[src/logic/fbc_consts.vh]
// constants of the flash bank command host: offsets, codes, timing
`ifndef FBC_CONSTS_VH
`define FBC_CONSTS_VH

// ----
// register word offsets
// ----
`define FBC_REG_CMD    3'h0
`define FBC_REG_ADDR   3'h1
`define FBC_REG_WDATA  3'h2
`define FBC_REG_RDATA  3'h3
`define FBC_REG_STATUS 3'h4
`define FBC_REG_ACCEL  3'h5

// ----
// status field positions
// ----
`define FBC_ST_BUSY    0
`define FBC_ST_RDY     1
`define FBC_ST_REFUSED 2
`define FBC_ST_TFAIL   3
`define FBC_ST_MODE_LO 4

// ----
// host commands (cmd register bits 3:0)
// ----
`define FBC_OP_READ     4'h0
`define FBC_OP_RESET    4'h1
`define FBC_OP_ID       4'h2
`define FBC_OP_SEC_IN   4'h3
`define FBC_OP_SEC_OUT  4'h4
`define FBC_OP_PROG     4'h5
`define FBC_OP_BYP_IN   4'h6
`define FBC_OP_BYP_PROG 4'h7
`define FBC_OP_BYP_RST  4'h8

// ----
// tracked device modes
// ----
`define FBC_MODE_READ 3'h0
`define FBC_MODE_ID   3'h1
`define FBC_MODE_SEC  3'h2
`define FBC_MODE_BYP  3'h3

// ----
// unlock addresses and command codes
// ----
`define FBC_UNLK1_ADDR  22'h00_0555
`define FBC_UNLK2_ADDR  22'h00_02aa
`define FBC_UNLK1_DATA  16'h00aa
`define FBC_UNLK2_DATA  16'h0055
`define FBC_CODE_RESET  16'h00f0
`define FBC_CODE_ID     16'h0090
`define FBC_CODE_SEC_IN 16'h0088
`define FBC_CODE_SEC_X1 16'h0090
`define FBC_CODE_ZERO   16'h0000
`define FBC_CODE_PROG   16'h00a0
`define FBC_CODE_BYP    16'h0020
`define FBC_CODE_BYP_X1 16'h0090

// ----
// strobe timing
// ----
`define FBC_CLK_NS   20
`define FBC_T_SU_NS  20
`define FBC_T_WP_NS  35
`define FBC_T_RD_NS  70
`define FBC_T_HD_NS  20
`define FBC_SU_CYC   ((`FBC_T_SU_NS + `FBC_CLK_NS - 1) / `FBC_CLK_NS)
`define FBC_WP_CYC   ((`FBC_T_WP_NS + `FBC_CLK_NS - 1) / `FBC_CLK_NS)
`define FBC_RD_CYC   ((`FBC_T_RD_NS + `FBC_CLK_NS - 1) / `FBC_CLK_NS)
`define FBC_HD_CYC   ((`FBC_T_HD_NS + `FBC_CLK_NS - 1) / `FBC_CLK_NS)

`endif

[src/logic/fbc_host.v]
// host controller: ahb-lite registers in, flash bank command sequences out
// Function
// RQ1: array reads work from power-up.
// RQ2: erase suspend: status in suspended sectors.
// RQ3: program suspend: array outside suspended sector.
// RQ4: host resets after timing flag or identification.
// RQ5: one reset returns to reading; address ignored.
// RQ6: reset between sequence writes aborts it.
// RQ7: reset ignored while program or erase runs.
// RQ8: reset leaves identification.
// RQ9: reset after timing flag restores read mode.
// RQ10: identification: two unlocks, bank address, command.
// RQ11: identification only from read, never while busy.
// RQ12: secured region: three-write entry, four-write exit.
// RQ13: serial number unreachable while busy.
// RQ14: secured mode blocks acceleration, bypass, identification.
// RQ15: program: two unlocks, setup, address and data.
// RQ16: program end returns to read; poll, toggle, ready show progress.
// RQ17: commands during programming are ignored.
// RQ18: secured and identification readout unavailable while busy.
// RQ19: programming never turns zero into one.
// RQ20: unlocks then 20h enter bypass; words take A0h and data.
// RQ21: bypass accepts only its program and its reset.
// RQ22: high voltage on protect pin enters bypass.
// RQ23: address on later falling strobe, data on first rising.
// RQ24: after wrong values or order the host writes reset.
// RQ25: unlock addresses and codes are named constants.
//
// Added by the designer: the placing of the registers and the AHB-Lite interface to the registers.
`timescale 1ns/1ps
`include "fbc_consts.vh"

module fbc_host (
  input  wire        mclk,
  input  wire        arst_n,
  input  wire        hsel,
  input  wire [31:0] haddr,
  input  wire [1:0]  htrans,
  input  wire        hwrite,
  input  wire [2:0]  hsize,
  input  wire [31:0] hwdata,
  input  wire        hready,
  output wire        hreadyout,
  output wire        hresp,
  output reg  [31:0] hrdata,
  output wire [21:0] flash_addr,
  output wire [15:0] flash_dq_out,
  output wire        flash_dq_oe_n,
  input  wire [15:0] flash_dq_in,
  output wire        flash_ce_n,
  output wire        flash_we_n,
  output wire        flash_oe_n,
  output reg         flash_accel_hv,
  input  wire        flash_ready_busy_n
);

  localparam [2:0] S_IDLE = 3'h0;
  localparam [2:0] S_WR   = 3'h1;
  localparam [2:0] S_RD   = 3'h2;
  localparam [2:0] S_POLL = 3'h3;
  localparam [2:0] S_RST  = 3'h4;

  reg  [2:0]  state;
  reg  [3:0]  op;
  reg  [1:0]  step;
  reg  [2:0]  mode;
  reg  [21:0] addr_reg;
  reg  [15:0] wdata_reg;
  reg  [15:0] rdata_reg;
  reg  [15:0] prev;
  reg         have_prev;
  reg         tflag_seen;
  reg         refused;
  reg         tfail;
  reg         eng_start;
  reg         d_wr;
  reg  [2:0]  d_idx;
  reg  [37:0] seq_word;
  reg  [1:0]  last_step;
  reg         legal;
  wire        eng_done;
  wire [15:0] eng_rdata;
  wire        eng_wr;
  wire [21:0] eng_addr;
  wire [15:0] eng_wdata;
  wire        addr_ph;
  wire        cmd_wr;
  wire        acc_wr;
  wire [3:0]  new_op;

  // ----
  // ahb-lite slave
  // ----
  // zero wait states: every access ends in its first data phase
  assign hreadyout = 1'b1;
  assign hresp     = 1'b0;
  assign addr_ph   = hsel & htrans[1] & hready;
  assign cmd_wr    = d_wr & (d_idx == `FBC_REG_CMD);
  assign acc_wr    = d_wr & (d_idx == `FBC_REG_ACCEL);
  assign new_op    = hwdata[3:0];

  always @(posedge mclk or negedge arst_n) begin
    if (!arst_n) begin
      d_wr   <= 1'b0;
      d_idx  <= 3'h0;
      hrdata <= 32'h0000_0000;
    end else begin
      d_wr <= addr_ph & hwrite;
      if (addr_ph) begin
        d_idx <= haddr[4:2];
      end
      if (addr_ph & ~hwrite) begin
        case (haddr[4:2])
          `FBC_REG_CMD:    hrdata <= {28'h000_0000, op};
          `FBC_REG_ADDR:   hrdata <= {10'h000, addr_reg};
          `FBC_REG_WDATA:  hrdata <= {16'h0000, wdata_reg};
          `FBC_REG_RDATA:  hrdata <= {16'h0000, rdata_reg};
          `FBC_REG_STATUS: hrdata <= {25'h000_0000, mode, tfail, refused, flash_ready_busy_n, state != S_IDLE};
          `FBC_REG_ACCEL:  hrdata <= {31'h0000_0000, flash_accel_hv};
          default:         hrdata <= 32'h0000_0000;
        endcase
      end
    end
  end

  // ----
  // command legality and sequence table
  // ----
  always @* begin
    case (new_op)
      `FBC_OP_READ:     legal = 1'b1;
      // RQ21: bypass refuses others
      `FBC_OP_RESET:    legal = (mode != `FBC_MODE_BYP);
      // RQ11: identification from read only
      // RQ14: nothing extra while secured
      `FBC_OP_ID:       legal = (mode == `FBC_MODE_READ);
      `FBC_OP_SEC_IN:   legal = (mode == `FBC_MODE_READ);
      `FBC_OP_SEC_OUT:  legal = (mode == `FBC_MODE_SEC);
      `FBC_OP_PROG:     legal = (mode == `FBC_MODE_READ);
      `FBC_OP_BYP_IN:   legal = (mode == `FBC_MODE_READ);
      `FBC_OP_BYP_PROG: legal = (mode == `FBC_MODE_BYP);
      `FBC_OP_BYP_RST:  legal = (mode == `FBC_MODE_BYP) & ~flash_accel_hv;
      default:          legal = 1'b0;
    endcase
  end

  // RQ25: named unlock constants
  always @* begin
    last_step = 2'h2;
    seq_word  = {`FBC_UNLK1_ADDR, `FBC_UNLK1_DATA};
    if (step == 2'h1) begin
      seq_word = {`FBC_UNLK2_ADDR, `FBC_UNLK2_DATA};
    end
    case (op)
      // RQ5 RQ24: reset address ignored
      `FBC_OP_RESET: begin
        last_step = 2'h0;
        seq_word  = {addr_reg, `FBC_CODE_RESET};
      end
      // RQ10: bank address on third write
      `FBC_OP_ID: begin
        if (step == 2'h2) begin
          seq_word = {addr_reg, `FBC_CODE_ID};
        end
      end
      // RQ12: three-write entry, four-write exit
      `FBC_OP_SEC_IN: begin
        if (step == 2'h2) begin
          seq_word = {`FBC_UNLK1_ADDR, `FBC_CODE_SEC_IN};
        end
      end
      `FBC_OP_SEC_OUT: begin
        last_step = 2'h3;
        if (step == 2'h2) begin
          seq_word = {`FBC_UNLK1_ADDR, `FBC_CODE_SEC_X1};
        end else if (step == 2'h3) begin
          seq_word = {addr_reg, `FBC_CODE_ZERO};
        end
      end
      // RQ15: four-write program
      `FBC_OP_PROG: begin
        last_step = 2'h3;
        if (step == 2'h2) begin
          seq_word = {`FBC_UNLK1_ADDR, `FBC_CODE_PROG};
        end else if (step == 2'h3) begin
          seq_word = {addr_reg, wdata_reg};
        end
      end
      // RQ20: bypass entry code
      `FBC_OP_BYP_IN: begin
        if (step == 2'h2) begin
          seq_word = {`FBC_UNLK1_ADDR, `FBC_CODE_BYP};
        end
      end
      `FBC_OP_BYP_PROG: begin
        last_step = 2'h1;
        seq_word  = (step == 2'h0) ? {addr_reg, `FBC_CODE_PROG} : {addr_reg, wdata_reg};
      end
      `FBC_OP_BYP_RST: begin
        last_step = 2'h1;
        seq_word  = (step == 2'h0) ? {addr_reg, `FBC_CODE_BYP_X1} : {addr_reg, `FBC_CODE_ZERO};
      end
      default: begin
        last_step = 2'h0;
      end
    endcase
  end

  assign eng_wr    = (state == S_WR) | (state == S_RST) | (state == S_IDLE);
  assign eng_addr  = (state == S_WR) ? seq_word[37:16] : addr_reg;
  assign eng_wdata = (state == S_RST) ? `FBC_CODE_RESET : seq_word[15:0];

  // ----
  // sequencer and mode tracking
  // ----
  always @(posedge mclk or negedge arst_n) begin
    if (!arst_n) begin
      state          <= S_IDLE;
      op             <= `FBC_OP_READ;
      step           <= 2'h0;
      mode           <= `FBC_MODE_READ;
      addr_reg       <= 22'h00_0000;
      wdata_reg      <= 16'h0000;
      rdata_reg      <= 16'h0000;
      prev           <= 16'h0000;
      have_prev      <= 1'b0;
      tflag_seen     <= 1'b0;
      refused        <= 1'b0;
      tfail          <= 1'b0;
      eng_start      <= 1'b0;
      flash_accel_hv <= 1'b0;
    end else begin
      eng_start <= 1'b0;
      if (d_wr & (d_idx == `FBC_REG_ADDR)) begin
        addr_reg <= hwdata[21:0];
      end
      if (d_wr & (d_idx == `FBC_REG_WDATA)) begin
        wdata_reg <= hwdata[15:0];
      end
      // RQ22: accel only in read mode
      if (acc_wr) begin
        if ((state == S_IDLE) & hwdata[0] & ~flash_accel_hv & (mode == `FBC_MODE_READ)) begin
          flash_accel_hv <= 1'b1;
          mode           <= `FBC_MODE_BYP;
        end else if ((state == S_IDLE) & ~hwdata[0] & flash_accel_hv) begin
          flash_accel_hv <= 1'b0;
          mode           <= `FBC_MODE_READ;
        end else if (hwdata[0] != flash_accel_hv) begin
          refused <= 1'b1;
        end
      end
      case (state)
        S_IDLE: begin
          if (cmd_wr) begin
            if (legal & ~acc_wr) begin
              op         <= new_op;
              step       <= 2'h0;
              refused    <= 1'b0;
              tfail      <= 1'b0;
              have_prev  <= 1'b0;
              tflag_seen <= 1'b0;
              eng_start  <= 1'b1;
              state      <= (new_op == `FBC_OP_READ) ? S_RD : S_WR;
            end else begin
              refused <= 1'b1;
            end
          end
        end
        S_WR: begin
          if (cmd_wr) begin
            refused <= 1'b1;
          end
          if (eng_done) begin
            if (step == last_step) begin
              state <= S_IDLE;
              case (op)
                // RQ8: reset leaves identification
                // RQ12: secured stays mapped
                `FBC_OP_RESET:   mode <= (mode == `FBC_MODE_SEC) ? `FBC_MODE_SEC : `FBC_MODE_READ;
                `FBC_OP_ID:      mode <= `FBC_MODE_ID;
                `FBC_OP_SEC_IN:  mode <= `FBC_MODE_SEC;
                `FBC_OP_SEC_OUT: mode <= `FBC_MODE_READ;
                `FBC_OP_BYP_IN:  mode <= `FBC_MODE_BYP;
                `FBC_OP_BYP_RST: mode <= `FBC_MODE_READ;
                default:         mode <= mode;
              endcase
              if ((op == `FBC_OP_PROG) | (op == `FBC_OP_BYP_PROG)) begin
                eng_start <= 1'b1;
                state     <= S_POLL;
              end
            end else begin
              step      <= step + 2'h1;
              eng_start <= 1'b1;
            end
          end
        end
        S_RD: begin
          if (cmd_wr) begin
            refused <= 1'b1;
          end
          if (eng_done) begin
            rdata_reg <= eng_rdata;
            state     <= S_IDLE;
          end
        end
        // RQ16: toggle poll until stable
        S_POLL: begin
          if (cmd_wr) begin
            refused <= 1'b1;
          end
          if (eng_done) begin
            prev      <= eng_rdata;
            have_prev <= 1'b1;
            eng_start <= 1'b1;
            if (have_prev & (eng_rdata[6] == prev[6])) begin
              rdata_reg <= eng_rdata;
              eng_start <= 1'b0;
              state     <= S_IDLE;
            end else if (have_prev & eng_rdata[5]) begin
              // RQ4: timing flag needs reset
              // flag may rise as the program ends, so one more read is compared first
              if (tflag_seen) begin
                state <= S_RST;
              end
              tflag_seen <= 1'b1;
            end
          end
        end
        S_RST: begin
          if (cmd_wr) begin
            refused <= 1'b1;
          end
          if (eng_done) begin
            tfail <= 1'b1;
            state <= S_IDLE;
          end
        end
        default: begin
          state <= S_IDLE;
        end
      endcase
    end
  end

  fbc_cycle u_cycle (
    .mclk          (mclk),
    .arst_n        (arst_n),
    .start         (eng_start),
    .wr            (eng_wr),
    .addr          (eng_addr),
    .wdata         (eng_wdata),
    .done          (eng_done),
    .rdata         (eng_rdata),
    .flash_addr    (flash_addr),
    .flash_dq_out  (flash_dq_out),
    .flash_dq_oe_n (flash_dq_oe_n),
    .flash_dq_in   (flash_dq_in),
    .flash_ce_n    (flash_ce_n),
    .flash_we_n    (flash_we_n),
    .flash_oe_n    (flash_oe_n)
  );

endmodule

[src/logic/fbc_cycle.v]
// one asynchronous flash bus cycle, read or write, on the device pins
`timescale 1ns/1ps
`include "fbc_consts.vh"

module fbc_cycle (
  input  wire        mclk,
  input  wire        arst_n,
  input  wire        start,
  input  wire        wr,
  input  wire [21:0] addr,
  input  wire [15:0] wdata,
  output reg         done,
  output reg  [15:0] rdata,
  output reg  [21:0] flash_addr,
  output reg  [15:0] flash_dq_out,
  output reg         flash_dq_oe_n,
  input  wire [15:0] flash_dq_in,
  output reg         flash_ce_n,
  output reg         flash_we_n,
  output reg         flash_oe_n
);

  localparam [31:0] SU_FULL = `FBC_SU_CYC;
  localparam [31:0] WP_FULL = `FBC_WP_CYC;
  localparam [31:0] RD_FULL = `FBC_RD_CYC;
  localparam [31:0] HD_FULL = `FBC_HD_CYC;
  localparam [3:0]  SU_CYC  = SU_FULL[3:0];
  localparam [3:0]  WP_CYC  = WP_FULL[3:0];
  localparam [3:0]  RD_CYC  = RD_FULL[3:0];
  localparam [3:0]  HD_CYC  = HD_FULL[3:0];

  localparam [1:0] C_IDLE  = 2'h0;
  localparam [1:0] C_SETUP = 2'h1;
  localparam [1:0] C_STRB  = 2'h2;
  localparam [1:0] C_HOLD  = 2'h3;

  reg [1:0] state;
  reg [3:0] cnt;
  reg       is_wr;

  // ----
  // strobe sequencer
  // ----
  // RQ23: address latch order
  // ce_n leads and trails, so we_n edges latch address and data
  always @(posedge mclk or negedge arst_n) begin
    if (!arst_n) begin
      state         <= C_IDLE;
      cnt           <= 4'h0;
      is_wr         <= 1'b0;
      done          <= 1'b0;
      rdata         <= 16'h0000;
      flash_addr    <= 22'h00_0000;
      flash_dq_out  <= 16'h0000;
      flash_dq_oe_n <= 1'b1;
      flash_ce_n    <= 1'b1;
      flash_we_n    <= 1'b1;
      flash_oe_n    <= 1'b1;
    end else begin
      done <= 1'b0;
      case (state)
        C_IDLE: begin
          if (start) begin
            is_wr         <= wr;
            flash_addr    <= addr;
            flash_dq_out  <= wdata;
            flash_dq_oe_n <= ~wr;
            flash_ce_n    <= 1'b0;
            cnt           <= SU_CYC;
            state         <= C_SETUP;
          end
        end
        C_SETUP: begin
          if (cnt == 4'h1) begin
            flash_we_n <= ~is_wr;
            flash_oe_n <= is_wr;
            cnt        <= is_wr ? WP_CYC : RD_CYC;
            state      <= C_STRB;
          end else begin
            cnt <= cnt - 4'h1;
          end
        end
        C_STRB: begin
          if (cnt == 4'h1) begin
            if (!is_wr) begin
              rdata <= flash_dq_in;
            end
            flash_we_n <= 1'b1;
            flash_oe_n <= 1'b1;
            cnt        <= HD_CYC;
            state      <= C_HOLD;
          end else begin
            cnt <= cnt - 4'h1;
          end
        end
        C_HOLD: begin
          if (cnt == 4'h1) begin
            flash_ce_n    <= 1'b1;
            flash_dq_oe_n <= 1'b1;
            done          <= 1'b1;
            state         <= C_IDLE;
          end else begin
            cnt <= cnt - 4'h1;
          end
        end
        default: begin
          state <= C_IDLE;
        end
      endcase
    end
  end

endmodule

[config.mk]
export PLATFORM = sky130hd
export DESIGN_NAME = fbc_host
export DESIGN_NICKNAME = d
export VERILOG_FILES = /design/src/logic/fbc_host.v /design/src/logic/fbc_cycle.v
export VERILOG_INCLUDE_DIRS = /design/src /design/src/logic
export SDC_FILE = /design/constraint.sdc
export NUM_CORES = 1
export LEC_CHECK = 0
export ABC_CLOCK_PERIOD_IN_PS = 2800
export BUFFER_PORTS_ARGS = -buffer_cell sky130_fd_sc_hd__buf_2
export CAP_MARGIN = 10
export CORE_MARGIN = 1.5
export CORE_UTILIZATION = 57
export CTS_BUF_LIST = sky130_fd_sc_hd__clkbuf_8
export DETAILED_ROUTE_END_ITERATION = 16
export PLACE_DENSITY_LB_ADDON = 0.3
export SYNTH_ARGS = -nofsm -noshare
export SYNTH_HDL_FRONTEND = slang
export SYNTH_SLANG_ARGS = --single-unit
[constraint.sdc]
create_clock -name mclk -period 2.8 [get_ports mclk]
set_input_delay 0.14 -clock mclk [delete_from_list [all_inputs] [get_ports mclk]]
set_output_delay 0.14 -clock mclk [all_outputs]
set_load 0.02 [all_outputs]
==> key figures <==
Flow run
  • Max Cap Viol: 0

Critical path
  • WP data required: roughly 3200 ps
  • Crit-path slowest cell: dfrtp_1
  • Worst Setup Path Type: reg -> reg
  • Reg2reg path depth: 8
  • CP Launch Type: register
  • Stages on worst setup path: 8
  • CP max stage delay: between 400 and 500 ps
  • CP endpoint kind: register
  • Top cell family by delay on the critical path: compound AO/OA/AOI/OAI gates
  • WP buf/inv: 1
  • CP arrival: just under 3000 ps
  • Crit Path Max Fanout: 11
  • Critical-path cell list: inv_1 > ha_1 > nor3b_1 > o211a_1 > o31ai_2 > o21ai_0 > a21oi_1 > a211o_1

Drt
  • Met3 WL: 1.36 mm
  • Pre-antenna DRT Iters: 5
  • Number of nets with antenna violations after routing: 0
  • Vias/cell: 6.07
  • Starting DRT DRC Count: approximately 720
  • Met2 WL: 10.5 mm
  • Met1 wire length: 9.70 mm
  • Final wirelength: between 20 and 25 mm
  • Via count: 7002
  • WL/cell: approximately 19 µm
  • Highest Signal Layer: met4
  • # DRC: 0

Floorplanning
  • I/O pin total: 168
  • Starting density of the core: about 58%
  • Die width: ~120 µm
  • Core area: ~14000 µm²
  • Die footprint: between 15000 and 20000 µm²
  • FP Rows: 44
  • Die height: roughly 120 µm

CTS
  • Max clock buf depth: 2
  • Clk_lat worst skew: between 400 and 500 ps
  • H-tree levels: 4
  • Cts bufs inserted: 17
  • Root Buffer: clkbuf_8
  • Clock sinks: roughly 170
  • Clock slew at reported path FFs: about 90 ps
  • CTS tree: built

Logic synthesis
  • Asr flop ratio synth: 100%
  • Flop and latch count out of synthesis: 165
  • Synth top area share: a little under half
  • Syn_area_per_cell: a little over 10 µm²
  • Synthesized area: between 8000 and 9000 µm²
  • Main flop type after synthesis: dfrtp_1
  • Cell variety after synth: 66
  • Synthesis Warnings: 0
  • Post-synthesis cell count: between 800 and 900
  • Register area share after synthesis: approximately 49%
  • Synth area leaders: dfrtp_1 48%, mux2_2 9.9%, nand2_1 3.7%, o21ai_0 3.4%, a22o_1 3.0%
  • Cell taking the most area after synthesis: dfrtp_1
  • EDFF count, synth: 0

Timing
  • Setup TNS: 0 ps
  • Final setup fails: 0
  • Final setup margin: between 200 and 300 ps
  • Final Skew: between 10 and 15 ps
  • Fmax: between 300 and 400 MHz
  • Hold Slack: slightly above 50 ps
  • Actual slew at the worst max-slew pin: 903 ps
  • Fin. max-slew vios: 0
  • Fin. Hold Viols: 0
  • Post-route clock period utilization: between 80% and 90%
  • Max-slew headroom: about two fifths
  • Unrepaired setup endpoints after global routing: false
  • Crit path time final: roughly 2500 ps

Global routing
  • Initial antenna violation count: 0
  • Vias in the first global route: between 6k and 7k
  • Total track usage: between 20% and 30%
  • Grt ovf: 0
  • First-pass GRT wire length: 35.7 mm
  • Largest net degree at the start of global routing: 64

Power
  • Design Power: between 8 and 9 mW
  • Max VDD drop: just over 800 µV
  • PD cells: 888 nW/µm²
  • Leak Pwr: roughly 4.7 nW

Cells and area
  • Count of nets after finishing: ~1.1k
  • Cell area after layout: ~10000 µm²
  • N_diodes: 0
  • Fill cell count: between 1k and 1.5k
  • Fin cells: around 1.2k
  • Multi-input logic area: 4000 µm²
  • Final Core Density: 68.9%
  • Layout cell share with drive strength beyond 1: a little over a quarter
  • P&R area growth vs syn: 18.3%
  • FF/Latch Area: between 4000 and 5000 µm²

Outcome
  • Status: completed

Placement
  • Post-Place Cells: approximately 1.1k
  • Routability cong.: about 0.98
  • Pre-CTS WS: about 160 ps
  • Port Buf Inserts: approximately 110
  • Dpl cell area: around 9200 µm²
  • Dpl hpwl: between 15 and 20 mm

Min path
  • Hold WC Path Type: in -> reg
  • Cells on Worst Hold Path: 2
-- area by class of cell --
class | count | area share, %
multi-input combinational | 582 | 40.1
clock inverter | 14 | 1.49
sequential | 165 | 41.4
clock buffer | 18 | 2.48
inverter | 12 | 0.452
timing repair buffer | 178 | 11.7
tap | 184 | 2.31
-- per-layer routing --
metal / up-vias / global-route usage (%)
li1: 3212 / -
met1: 3460 / 40.9
met5: - / 0
met2: 287 / 45.5
met3: 43 / 5.28
met4: 0 / 11.3
-- logic make-up after synthesis --
group / share of synthesized area [%]
other: 0.0891
DFF: 49.0
muxes: 13.4
AOI/OAI and AO/OA: 17.7
buffers and inverters: 4.10
xor gates and xnor gates: 0.416
adders and majority gates: 1.93
and+or+nand+nor: 13.3
-- cells in the final DEF, fill, tap and decap left out, drive strengths merged, types with 4 or more instances in the layout --
master         n
nand2         84
nand2b        15
dfstp          4
a21oi         45
buf          141
o21a          10
mux2          91
and3           9
xnor2          4
clkinv         4
nor2b         12
inv           17
o21ai         63
nor3          12
a211oi         7
mux2i          7
a21o           4
and2           4
or3            7
dlygate4sd3   37
nor3b         11
conb          12
o22a           6
clkbuf        18
nand3          6
nor2          53
a22o          29
a31oi          7
nand3b         5
dfrtp        161
o211ai         5
ha            13
a22oi         10
-- timing repair --
action	4_1_cts	5_1_grt
endpoints found under the setup margin	0	4
hold buffers	37	0
buffers inserted	0	0
gates resized for setup	0	1
endpoints found under the hold margin	107	0
-- final timing paths --
kind / from / to / slack (ps)
worst max-delay path: step[0] / u_cycle.flash_addr[0] / 290
worst min-delay path: hwdata[2] / op[2] / 50
worst max register to register: step[0] / u_cycle.flash_addr[0] / 290
worst min register to register: u_cycle.flash_dq_out[0] / u_cycle.flash_dq_out[0] / 480
max in group asynchronous: arst_n / u_cycle.flash_we_n / 1750
min in group asynchronous: arst_n / tfail / 220
-- power breakdown --
group | switching [mW] | internal [mW]
clock network | 0.924 | 0.822
registers | 0.681 | 3.17
logic | 1.79 | 1.47
total | 3.40 | 5.46
-- cells in the mapped netlist, types with 3 or more instances --
cell and instances:
or3_1 7, nor2_1 53, nor2b_1 12, a22o_1 29
mux2i_1 7, nand2b_1 15, a31oi_1 7, xnor2_1 4
mux2_4 4, dfrtp_1 161, and3_1 9, nor3b_1 11
o21ai_0 58, a221oi_1 3, clkbuf_1 53, o22a_1 6
dfstp_2 4, nand2_1 84, mux2_1 13, nand3_1 6
buf_4 12, ha_1 13, o21a_1 10, a211o_1 3
nor3_1 12, nor4_1 3, nand3b_1 5, a211oi_1 7
a21o_1 4, o211ai_1 5, and2_1 4, a21oi_1 45
inv_1 12, mux2_2 74, a22oi_1 10, o22ai_1 3
o21ai_1 5
Note: power is estimated with default switching activity, not from simulation.
